## config.mk

```make
export PLATFORM = sky130hd
export DESIGN_NAME = scd_ctrl
export DESIGN_NICKNAME = d
export VERILOG_FILES = /design/src/inc/scd_pkg.sv /design/src/hdl/scd_ctrl.sv
export VERILOG_INCLUDE_DIRS = /design/src /design/src/inc
export SDC_FILE = /design/constraint.sdc
export NUM_CORES = 1
export LEC_CHECK = 0
export ABC_AREA = 1
export BUFFER_PORTS_ARGS = -buffer_cell sky130_fd_sc_hd__buf_4
export CORE_UTILIZATION = 53
export DETAILED_ROUTE_END_ITERATION = 10
export PLACE_DENSITY_LB_ADDON = 0.05
export SLEW_MARGIN = 10
export SYNTH_ARGS = -nofsm -noshare
export SYNTH_HDL_FRONTEND = slang
export SYNTH_SLANG_ARGS = --single-unit
export TNS_END_PERCENT = 20
```

## constraint.sdc

```tcl
create_clock -name clk -period 2.8 [get_ports clk]
set_clock_uncertainty 0.2 [all_clocks]
set_input_delay 0.56 -clock clk [delete_from_list [all_inputs] [get_ports clk]]
set_output_delay 0.56 -clock clk [all_outputs]
set_load 0.005 [all_outputs]
```

## src/inc/scd_regs.svh

```systemverilog
// register offsets, field positions, reset values and timing counts of the sysctl/debounce block
`ifndef SCD_REGS_SVH
`define SCD_REGS_SVH

// ----------------------------------------------------------------------
// register offsets
// ----------------------------------------------------------------------
`define SCD_OFF_SYSCTL      8'h80
`define SCD_OFF_DEBOUNCE    8'h84
`define SCD_OFF_IRQ_STS     8'hA0
`define SCD_OFF_IRQ_MSK     8'hA4

// ----------------------------------------------------------------------
// system control field positions
// ----------------------------------------------------------------------
`define SCD_SC_PIN_SEL      0
`define SCD_SC_KEEP         1
`define SCD_SC_VOLT         2
`define SCD_SC_RSVD         3
`define SCD_SC_PAR_EN       4

// ----------------------------------------------------------------------
// interrupt status positions
// ----------------------------------------------------------------------
`define SCD_IRQ_CD_CHG      0
`define SCD_IRQ_PAR_ERR     1
`define SCD_IRQ_N           2

// ----------------------------------------------------------------------
// reset values and the global function number
// ----------------------------------------------------------------------
`define SCD_RST_PAR_EN      1'h0
`define SCD_RST_KEEP        1'h0
`define SCD_RST_PIN_SEL     1'h0
`define SCD_RST_VOLT        1'h0
`define SCD_RST_DEBOUNCE    8'h19
`define SCD_FUNC_GLOBAL     3'h0

// ----------------------------------------------------------------------
// timing
// ----------------------------------------------------------------------
`define SCD_TICK_US         2000
`define SCD_CLK_MHZ         40
`define SCD_PRESC_W         17

`endif

```

## src/inc/scd_pkg.sv

```systemverilog
// types of the sysctl/debounce block
package scd_pkg;

    typedef enum logic [0:0] {
        SCD_ST_STABLE = 1'h0,
        SCD_ST_SETTLE = 1'h1
    } scd_deb_state_t;

    typedef struct packed {
        logic                 parity_en;
        logic                 keep;
        logic                 pin_sel;
        logic                 volt;
        logic [7:0]           deb;
        logic [1:0]           irq_sts;
        logic [1:0]           irq_msk;
        scd_deb_state_t       st;
        logic                 raw;
        logic                 present;
        logic [16:0]          presc;
        logic                 tick;
        logic [8:0]           tick_cnt;
        logic [7:0]           limit;
        logic                 serr;
        logic                 clkrun_hold;
        logic                 card_stop_ok;
        logic                 pin_out;
        logic                 pin_oe;
        logic                 irq;
        logic [31:0]          rdata;
    } scd_state_t;

endpackage : scd_pkg

```

## src/hdl/scd_ctrl.sv

```systemverilog
// system control low bits, event pin routing and media card-detect debounce
//
// Contract
// - data parity errors go to the system error request only while parity_report_enable is set.
// - bit 3 of the system control register is reserved and always reads zero.
// - legacy_socket_voltage is read-only, 0 means 3.3 V (default) and 1 means 5 V.
// - while clock_keep_on is set, clock-run keeps the system clock and card_bus_clock running.
// - while clock_keep_on is clear (default) both clocks may be stopped.
// - the global bits exist once and software changes them only through function 0.
// - with event_pin_select at 1 the power-management event drives the shared pin.
// - event_pin_select 0 and ring_indicate_enable 1 put the ring_indicate_output on the pin.
// - with both event_pin_select and ring_indicate_enable at 0 the shared pin is not driven.
// - the system control bits are cleared only by global_reset, never by other resets.
// - media_card_detect is debounced for the debounce register value times 2 ms; the filter here accepts only after value + 1 ticks of 2 ms.
// - the debounce register resets to 19h, i.e. 50 ms.
// - the debounce register is initialised only by global_reset.
// - global_reset clears every global-reset-only bit regardless of any bus or function reset.
//
// Decided for this implementation: strobed register access.
`timescale 1ns/1ps
`include "scd_regs.svh"

module scd_ctrl
    import scd_pkg::*;
#(
    parameter int unsigned TICK_CYCLES = `SCD_TICK_US * `SCD_CLK_MHZ
) (
    // clock and resets
    input  wire logic        clk,
    input  wire logic        rst_b,
    input  wire logic        bus_rst_b,
    // register port
    input  wire logic [7:0]  reg_addr,
    input  wire logic [2:0]  reg_func,
    input  wire logic [31:0] reg_wdata,
    input  wire logic        reg_wr,
    input  wire logic        reg_rd,
    output logic      [31:0] reg_rdata,
    // parity error reporting
    input  wire logic        cb_parity_err,
    output logic             serr_req,
    // socket power indication
    input  wire logic        legacy_socket_voltage,
    // clock-run
    input  wire logic        clk_stop_req,
    output logic             clkrun_hold,
    output logic             card_bus_clock_stop_ok,
    // shared event / ring-indicate pin
    input  wire logic        pme_event,
    input  wire logic        ring_indicate_output,
    input  wire logic        ring_indicate_enable,
    output logic             event_pin_out,
    output logic             event_pin_oe,
    // media card detect
    input  wire logic        media_card_detect,
    output logic             media_card_present,
    // interrupt
    output logic             irq
);

    // ------------------------------------------------------------------
    // helpers
    // ------------------------------------------------------------------
    function automatic logic scd_hit(input logic [7:0] a, input logic [7:0] off);
        scd_hit = (a == off);
    endfunction : scd_hit

    localparam logic [16:0] PRESC_LAST = `SCD_PRESC_W'(TICK_CYCLES - 1);

    scd_state_t s_q;
    scd_state_t s_d;

    logic wr_sysctl;
    logic wr_deb;
    logic wr_sts;
    logic wr_msk;
    logic [`SCD_IRQ_N-1:0] irq_set;

    assign wr_sysctl = reg_wr && scd_hit(reg_addr, `SCD_OFF_SYSCTL)
                       && (reg_func == `SCD_FUNC_GLOBAL);
    assign wr_deb    = reg_wr && scd_hit(reg_addr, `SCD_OFF_DEBOUNCE);
    assign wr_sts    = reg_wr && scd_hit(reg_addr, `SCD_OFF_IRQ_STS);
    assign wr_msk    = reg_wr && scd_hit(reg_addr, `SCD_OFF_IRQ_MSK);

    // ------------------------------------------------------------------
    // next state
    // ------------------------------------------------------------------
    always_comb begin
        s_d = s_q;

        // global bits: one copy, written only through function 0
        if (wr_sysctl) begin
            s_d.parity_en = reg_wdata[`SCD_SC_PAR_EN];
            s_d.keep      = reg_wdata[`SCD_SC_KEEP];
            s_d.pin_sel   = reg_wdata[`SCD_SC_PIN_SEL];
        end
        if (wr_deb) begin
            s_d.deb = reg_wdata[7:0];
        end
        if (wr_msk) begin
            s_d.irq_msk = reg_wdata[`SCD_IRQ_N-1:0];
        end
        s_d.volt = legacy_socket_voltage;

        // parity error towards the system error line
        s_d.serr = cb_parity_err && s_q.parity_en;

        // clock-run: hold the system clock only when asked to stop and keep is on; card clock stop_ok follows keep alone
        s_d.clkrun_hold  = s_q.keep && clk_stop_req;
        s_d.card_stop_ok = !s_q.keep;

        // shared pin routing
        if (s_q.pin_sel) begin
            s_d.pin_out = pme_event;
            s_d.pin_oe  = 1'h1;
        end else if (ring_indicate_enable) begin
            s_d.pin_out = ring_indicate_output;
            s_d.pin_oe  = 1'h1;
        end else begin
            s_d.pin_out = 1'h0;
            s_d.pin_oe  = 1'h0;
        end

        // free-running 2 ms base, never restarted by the filter
        s_d.tick = (s_q.presc == PRESC_LAST);
        if (s_q.presc == PRESC_LAST) begin
            s_d.presc = '0;
        end else begin
            s_d.presc = s_q.presc + 17'h00001;
        end

        // debounce filter
        s_d.raw = media_card_detect;
        irq_set = '0;
        case (s_q.st)
            SCD_ST_STABLE: begin
                if (s_q.raw != s_q.present) begin
                    s_d.st       = SCD_ST_SETTLE;
                    s_d.tick_cnt = '0;
                    s_d.limit    = s_q.deb;
                end
            end
            SCD_ST_SETTLE: begin
                if (s_q.raw == s_q.present) begin
                    s_d.st = SCD_ST_STABLE;
                end else if (s_q.tick_cnt > {1'h0, s_q.limit}) begin
                    s_d.present = s_q.raw;
                    s_d.st      = SCD_ST_STABLE;
                    irq_set[`SCD_IRQ_CD_CHG] = 1'h1;
                end else if (s_q.tick) begin
                    s_d.tick_cnt = s_q.tick_cnt + 9'h001;
                end
            end
            default: begin
                s_d.st = SCD_ST_STABLE;
            end
        endcase
        irq_set[`SCD_IRQ_PAR_ERR] = cb_parity_err;

        // sticky status, write one to clear, a new event beats the clear
        for (int i = 0; i < `SCD_IRQ_N; i++) begin
            s_d.irq_sts[i] = (s_q.irq_sts[i] && !(wr_sts && reg_wdata[i])) || irq_set[i];
        end
        s_d.irq = |(s_d.irq_sts & s_d.irq_msk);

        // read data, one cycle after the strobe, zero elsewhere
        s_d.rdata = 32'h00000000;
        if (reg_rd) begin
            if (scd_hit(reg_addr, `SCD_OFF_SYSCTL)) begin
                s_d.rdata[`SCD_SC_PAR_EN]  = s_q.parity_en;
                s_d.rdata[`SCD_SC_RSVD]    = 1'h0;
                s_d.rdata[`SCD_SC_VOLT]    = s_q.volt;
                s_d.rdata[`SCD_SC_KEEP]    = s_q.keep;
                s_d.rdata[`SCD_SC_PIN_SEL] = s_q.pin_sel;
            end else if (scd_hit(reg_addr, `SCD_OFF_DEBOUNCE)) begin
                s_d.rdata[7:0] = s_q.deb;
            end else if (scd_hit(reg_addr, `SCD_OFF_IRQ_STS)) begin
                s_d.rdata[`SCD_IRQ_N-1:0] = s_q.irq_sts;
            end else if (scd_hit(reg_addr, `SCD_OFF_IRQ_MSK)) begin
                s_d.rdata[`SCD_IRQ_N-1:0] = s_q.irq_msk;
            end
        end

        // bus reset only restarts the filter; configuration survives it
        if (!bus_rst_b) begin
            s_d.st       = SCD_ST_STABLE;
            s_d.tick_cnt = '0;
            s_d.present  = s_q.raw;
        end
    end

    // ------------------------------------------------------------------
    // state register, global reset only
    // ------------------------------------------------------------------
    always_ff @(posedge clk or negedge rst_b) begin
        if (!rst_b) begin
            s_q              <= '0;
            s_q.parity_en    <= `SCD_RST_PAR_EN;
            s_q.keep         <= `SCD_RST_KEEP;
            s_q.pin_sel      <= `SCD_RST_PIN_SEL;
            s_q.volt         <= `SCD_RST_VOLT;
            s_q.deb          <= `SCD_RST_DEBOUNCE;
            s_q.limit        <= `SCD_RST_DEBOUNCE;
            s_q.st           <= SCD_ST_STABLE;
            s_q.card_stop_ok <= 1'h1;
        end else begin
            s_q <= s_d;
        end
    end

    // ------------------------------------------------------------------
    // outputs
    // ------------------------------------------------------------------
    assign reg_rdata              = s_q.rdata;
    assign serr_req               = s_q.serr;
    assign clkrun_hold            = s_q.clkrun_hold;
    assign card_bus_clock_stop_ok = s_q.card_stop_ok;
    assign event_pin_out          = s_q.pin_out;
    assign event_pin_oe           = s_q.pin_oe;
    assign media_card_present     = s_q.present;
    assign irq                    = s_q.irq;
endmodule : scd_ctrl

```

### After elaboration in Yosys (flattened, before gate mapping)

Index checks and enable logic that the tools add are counted.
W data, S select, Z words.

| word-level totals | value |
|---|---|
| input bits | 55 |
| bits in registers | 68 |

| cells by class | value |
|---|---|
| $lt $le $gt $ge | 1 |
| multiplexer cells | 29 |
| eq/ne operators | 14 |
| add/subtract/negate cells | 2 |
| bitwise gates (word level) | 2 |
| reduce and logical (&&, ||, !) cells | 21 |

Operators by type and width:

| kind | count |
|---|---|
| $mux W9 | 4 |
| $mux W17 | 2 |
| $eq A8 B8 Y1 const B | 4 |
| $pmux W9 S2 | 1 |
| $add A17 B1 Y17 const B | 1 |
| $eq A17 B17 Y1 const B | 1 |
| $mux W2 | 6 |
| $ne A3 B3 Y1 const B | 4 |
| $logic_and A1 B1 Y1 | 11 |
| $mux W1 | 11 |
| $add A9 B1 Y9 const B | 1 |
| $gt A9 B8 Y1 | 1 |
| $mux W8 | 1 |
| $mux W6 | 1 |
| $mux W5 | 1 |
| $ne A2 B1 Y1 const B | 2 |
| $reduce_and A4 Y1 | 1 |
| $logic_not A1 Y1 | 3 |
| $logic_not A3 Y1 | 1 |
| $mux W3 | 1 |
| $reduce_and A3 Y1 | 1 |
| $and A2 B2 Y2 | 1 |
| $logic_or A1 B1 Y1 | 2 |
| $ne A2 B2 Y1 const B | 1 |
| 6 further kinds | 6 |

### Longest topological paths before layout

| logic depth | value |
|---|---|
| depth in word-level cells | 8 |
| gate-level depth with buffers | 12 |
| gate-level depth less buffers | 12 |

### Least setup slack after synthesis

Ideal clock, no wire load.

| path | value |
|---|---|
| path kind | reg2reg |
| start | register s_q[42] (netlist bit) |
| end | register s_q[46] (netlist bit) |
| data required time | 2.482 ns |
| cell stages (with the launch flop) | 13 |
| arrival time | 1.613 ns |
| clock period less this slack | 1.931 ns |
| library setup time | 0.118 ns |
| setup slack | 0.869 ns |
| cell sequence | dfstp_2 > inv_1 > ha_1 > nand2_1 > inv_1 > nand2_1 > nand2_1 > nand2_1 > nand3_1 > nand3_2 > nand3_2 > nand2_1 > nand2_1 |

| on the way | value |
|---|---|
| longest elaborated chain between the ends | 3 |

RTL lines:

| item | line | text |
|---|---|---|
| start: declaration | scd_ctrl.sv:70 | `scd_state_t s_q;` |
| $gt A9 B8 Y1 | scd_ctrl.sv:146 | `end else if (s_q.tick_cnt > {1'h0, s_q.limit}) begin` |
| $ne A3 B3 Y1 (no line) | - |  |
| $reduce_and A4 Y1 (no line) | - |  |

Every way passes these cells.
A chain may end at the register's enable or synchronous reset.

### Worst setup path after layout

| path | value |
|---|---|
| start | register s_q[42] (netlist bit) |
| end | register s_q[49] (netlist bit) |

The elaborated chain is that of the path after synthesis.

==> metrics.md <==
| Metric | Value |
|---|---|
| Initial Utilization | `56.0%` |
| Setup_tns | `0 ns` |
| Reg-to-reg endpoint | `s_q[49]` |
| R2R depth | `10` |
| YS warnings | `0` |
| Final core utilization | `63.2%` |
| # clock sinks | `68` |
| Switch Pwr | `0.490 mW` |
| Drt wl/cell | `11.9 µm` |
| Crit. End Element | `flop` |
| Row cnt | `29` |
| GRT Overall Usage | `about 21%` |
| ANT nets after route | `0` |
| Crit path launch | `s_q[42]` |
| Die ar. | `7150 µm²` |
| Synth Register Bits | `68` |
| Post-CTS Resized | `0` |
| Comb pwr share | `a little under a tenth` |
| Power Total | `2.05 mW` |
| Primary FF master, synth | `dfrtp_1` |
| CTS buffer count | `9` |
| Die X | `~85 µm` |
| Post-synth EDFFs | `0` |
| Pleak | `2.16 nW` |
| Vias post-DR | `between 2k and 3k` |
| Proportion of power drawn by the clock network | `39.6%` |
| Most used cell, CP | `nand2_1` |
| Placeable Area | `~6500 µm²` |
| Die Span Y | `~85 µm` |
| Ys async rst share | `100%` |
| DR iter-0 viols | `86` |
| Gpl congestion | `0.901` |
| Critical path peak fanout | `10` |
| Setup bufs post-CTS | `0` |
| Hold WC Path Type | `input pin to asynchronous set/reset pin` |
| Final Cycle Share | `about 80%` |
| Sequential-to-total area share from yosys stat | `47.3%` |
| CTS max path bufs | `2` |
| Final Hold Viols | `0` |
| Internal power | `1.56 mW` |
| H-tree depth | `3` |
| Fin worst setup slack | `around 0.57 ns` |
| Worst path arrival time | `2.27 ns` |
| Synthesis-to-finish area growth | `12.8%` |
| Num ports | `94` |
| Critical path class | `flop to flop` |
| Maximum clock rate | `448 MHz` |
| Crit path to | `s_q[49]` |
| Synth Instances | `436` |
| Final setup vio count | `0` |
| Max stage delay on crit path | `0.52 ns` |
| Vias in the first global route | `2722` |
| Final Net Count | `between 500 and 600` |
| Initial antenna violation count | `0` |
| Synthesized area per cell | `8.29 µm²` |
| Worst-Margin Slew | `0.832 ns` |
| CP cell instances | `inv_1, ha_1, a21oi_1, nand2_1, nand2_1, nand3_1, nand3_2, nand3_2, nand2_1, nand2_1` |
| Fin Hold WS | `0.109 ns` |
| CTS tree | `yes` |
| DR DRC count | `0` |
| # Max-Cap Violations | `0` |
| First-pass GRT wire length | `11600 µm` |
| Dpl hpwl | `4940 µm` |
| Fill count | `between 500 and 600` |
| Clk pin slew, worst setup/hold paths | `~0.08 ns` |
| GRT overflow | `0` |
| Placement Setup Slack | `0.591 ns` |
| Worst rel slew slack | `44.5%` |
| Slew Limit Fails | `0` |
| RSZ-0062 raised after global routing | `false` |
| # diodes | `0` |
| Netlist cell types | `28` |
| Status | `finished clean` |
| Power Density | `approximately 500 nW/µm²` |
| Vias/cell | `a little under 5` |
| Sequential cell fraction of total power | `51.2%` |
| Routed Wire Length | `6710 µm` |
| Layout cells sized above 1 | `16.9%` |
| Sw Ratio | `23.9%` |
| Worst setup SP type | `flop` |
| CTS root buf | `clkbuf_8` |
| Clk Latency, worst-skew pair | `0.34 ns` |
| Pre-antenna DRT Iters | `6` |
| RR Startpoint | `s_q[42]` |
| CP top delay family | `simple AND/OR/NAND/NOR gates` |
| Mapped cell area | `3610 µm²` |
| Port Buffer Count | `45` |
| Required @ worst endpoint | `between 2 and 3 ns` |
| Worst R2R Setup Slack | `0.57 ns` |
| Largest net degree at the start of global routing | `approximately 70` |
| Peak supply drop | `0.000289 V` |
| Buf/Inv on CP | `1` |
| Final min period | `2.23 ns` |
| Crit path depth | `10` |
| Worst path slowest cell | `dfstp_2` |
| CTS Hold Buffers Added | `0` |
-- through the flow --
stage / cells / instance area [µm²]
floorplan: 459 / 3700
global placement: 546 / 3880
detailed placement: 546 / 3880
CTS: 562 / 4080
global route: 562 / 4080
finish: 562 / 4080
-- cell usage in the layout (no fill, tap or decap), drive strengths merged, types with 6 or more instances in the layout --
cell type and n:
buf 46, or2 6, xor2 9, ha 10, nand2 100, nor3 11, a21oi 11, dfstp 7
dfrtp 61, conb 24, o21ai 32, nor2 37, nand4 14, inv 60, nand3 31, clkbuf 12
-- power by group through the flow --
stage | logic [mW] | registers (mW) | clock network, mW
4_1_cts | 0.194 | 1.05 | 0.833
5_1_grt | 0.224 | 1.05 | 0.875
2_1_floorplan | 0.128 | 1.06 | 0
3_3_place_gp | 0.187 | 1.07 | 0
6_report | 0.190 | 1.05 | 0.812
3_5_place_dp | 0.193 | 1.07 | 0
-- how the worst min path moves through the flow --
stage / startpoint / endpoint / cells after the start
2_1_floorplan: rst_b / clkrun_hold / 0
3_3_place_gp: s_q[90] / card_bus_clock_stop_ok / 1
3_5_place_dp: s_q[90] / card_bus_clock_stop_ok / 1
4_1_cts: media_card_detect / s_q[74] / 1
5_1_grt: legacy_socket_voltage / s_q[88] / 1
6_report: rst_b / event_pin_out / 1
-- synthesized netlist by cell type (4+ instances only) --
| cell | number | area, µm² |
|---|---|---|
| xor2_1 | 9 | 78.8 |
| dfstp_2 | 7 | 184 |
| nand3_2 | 4 | 40.0 |
| nand3_1 | 27 | 135 |
| ha_1 | 10 | 125 |
| nor3_1 | 11 | 55.1 |
| dfrtp_1 | 61 | 1530 |
| a21oi_1 | 11 | 55.1 |
| nor2_1 | 34 | 128 |
| o21ai_0 | 32 | 160 |
| nor4_1 | 4 | 25.0 |
| nand2_1 | 99 | 372 |
| inv_1 | 60 | 225 |
| nand4_1 | 14 | 87.6 |
| buf_4 | 32 | 240 |
-- sequential cells by signal, indices dropped and copies added (netlist names) --
signal	cells
serr_req	1
event_pin_oe	1
reg_rdata	8
irq	1
card_bus_clock_stop_ok	1
event_pin_out	1
media_card_present	1
s_q	53
clkrun_hold	1
-- cell type report --
class,instances,area (µm²),area share (%)
clock inverter,4,47.5,1.17
clock buffer,12,155,3.80
timing repair buffer,46,345,8.47
sequential,68,1710,41.9
inverter,60,225,5.52
tap,77,96.3,2.36
multi-input combinational,295,1500,36.7
-- routing by layer --
| layer | wire, µm | share of wire, % | vias to the layer above | track usage (%) |
|---|---|---|---|---|
| li1 | - | - | 1420 | - |
| met1 | 3000 | 45 | 1295 | 24.0 |
| met2 | 3420 | 51 | 35 | 37.1 |
| met3 | 175 | 2.6 | 11 | 4.42 |
| met4 | 113 | 1.7 | 0 | 8.63 |
| met5 | 0 | 0 | - | 0 |
-- cell families (layout without fill, tap and decap cells) --
group / count (synthesis) / after routing / share of synthesized area [%]
AOI/OAI and AO/OA: 45 / 45 / 6.51
xor gates and xnor gates: 11 / 11 / 2.67
adders and majority gates: 10 / 10 / 3.46
buffers and inverters: 96 / 122 / 13.6
DFF: 68 / 68 / 47.3
other: 1 / 24 / 0.104
and+or+nand+nor: 205 / 205 / 26.3
-- worst register-to-register path: stages (launching register included) --
cell and delay (ns):
dfstp_2 0.52, inv_1 0.05, ha_1 0.30, a21oi_1 0.17, nand2_1 0.07, nand2_1 0.05, nand3_1 0.14, nand3_2 0.23
nand3_2 0.23, nand2_1 0.13, nand2_1 0.05
(Power assumes the default switching activity.)
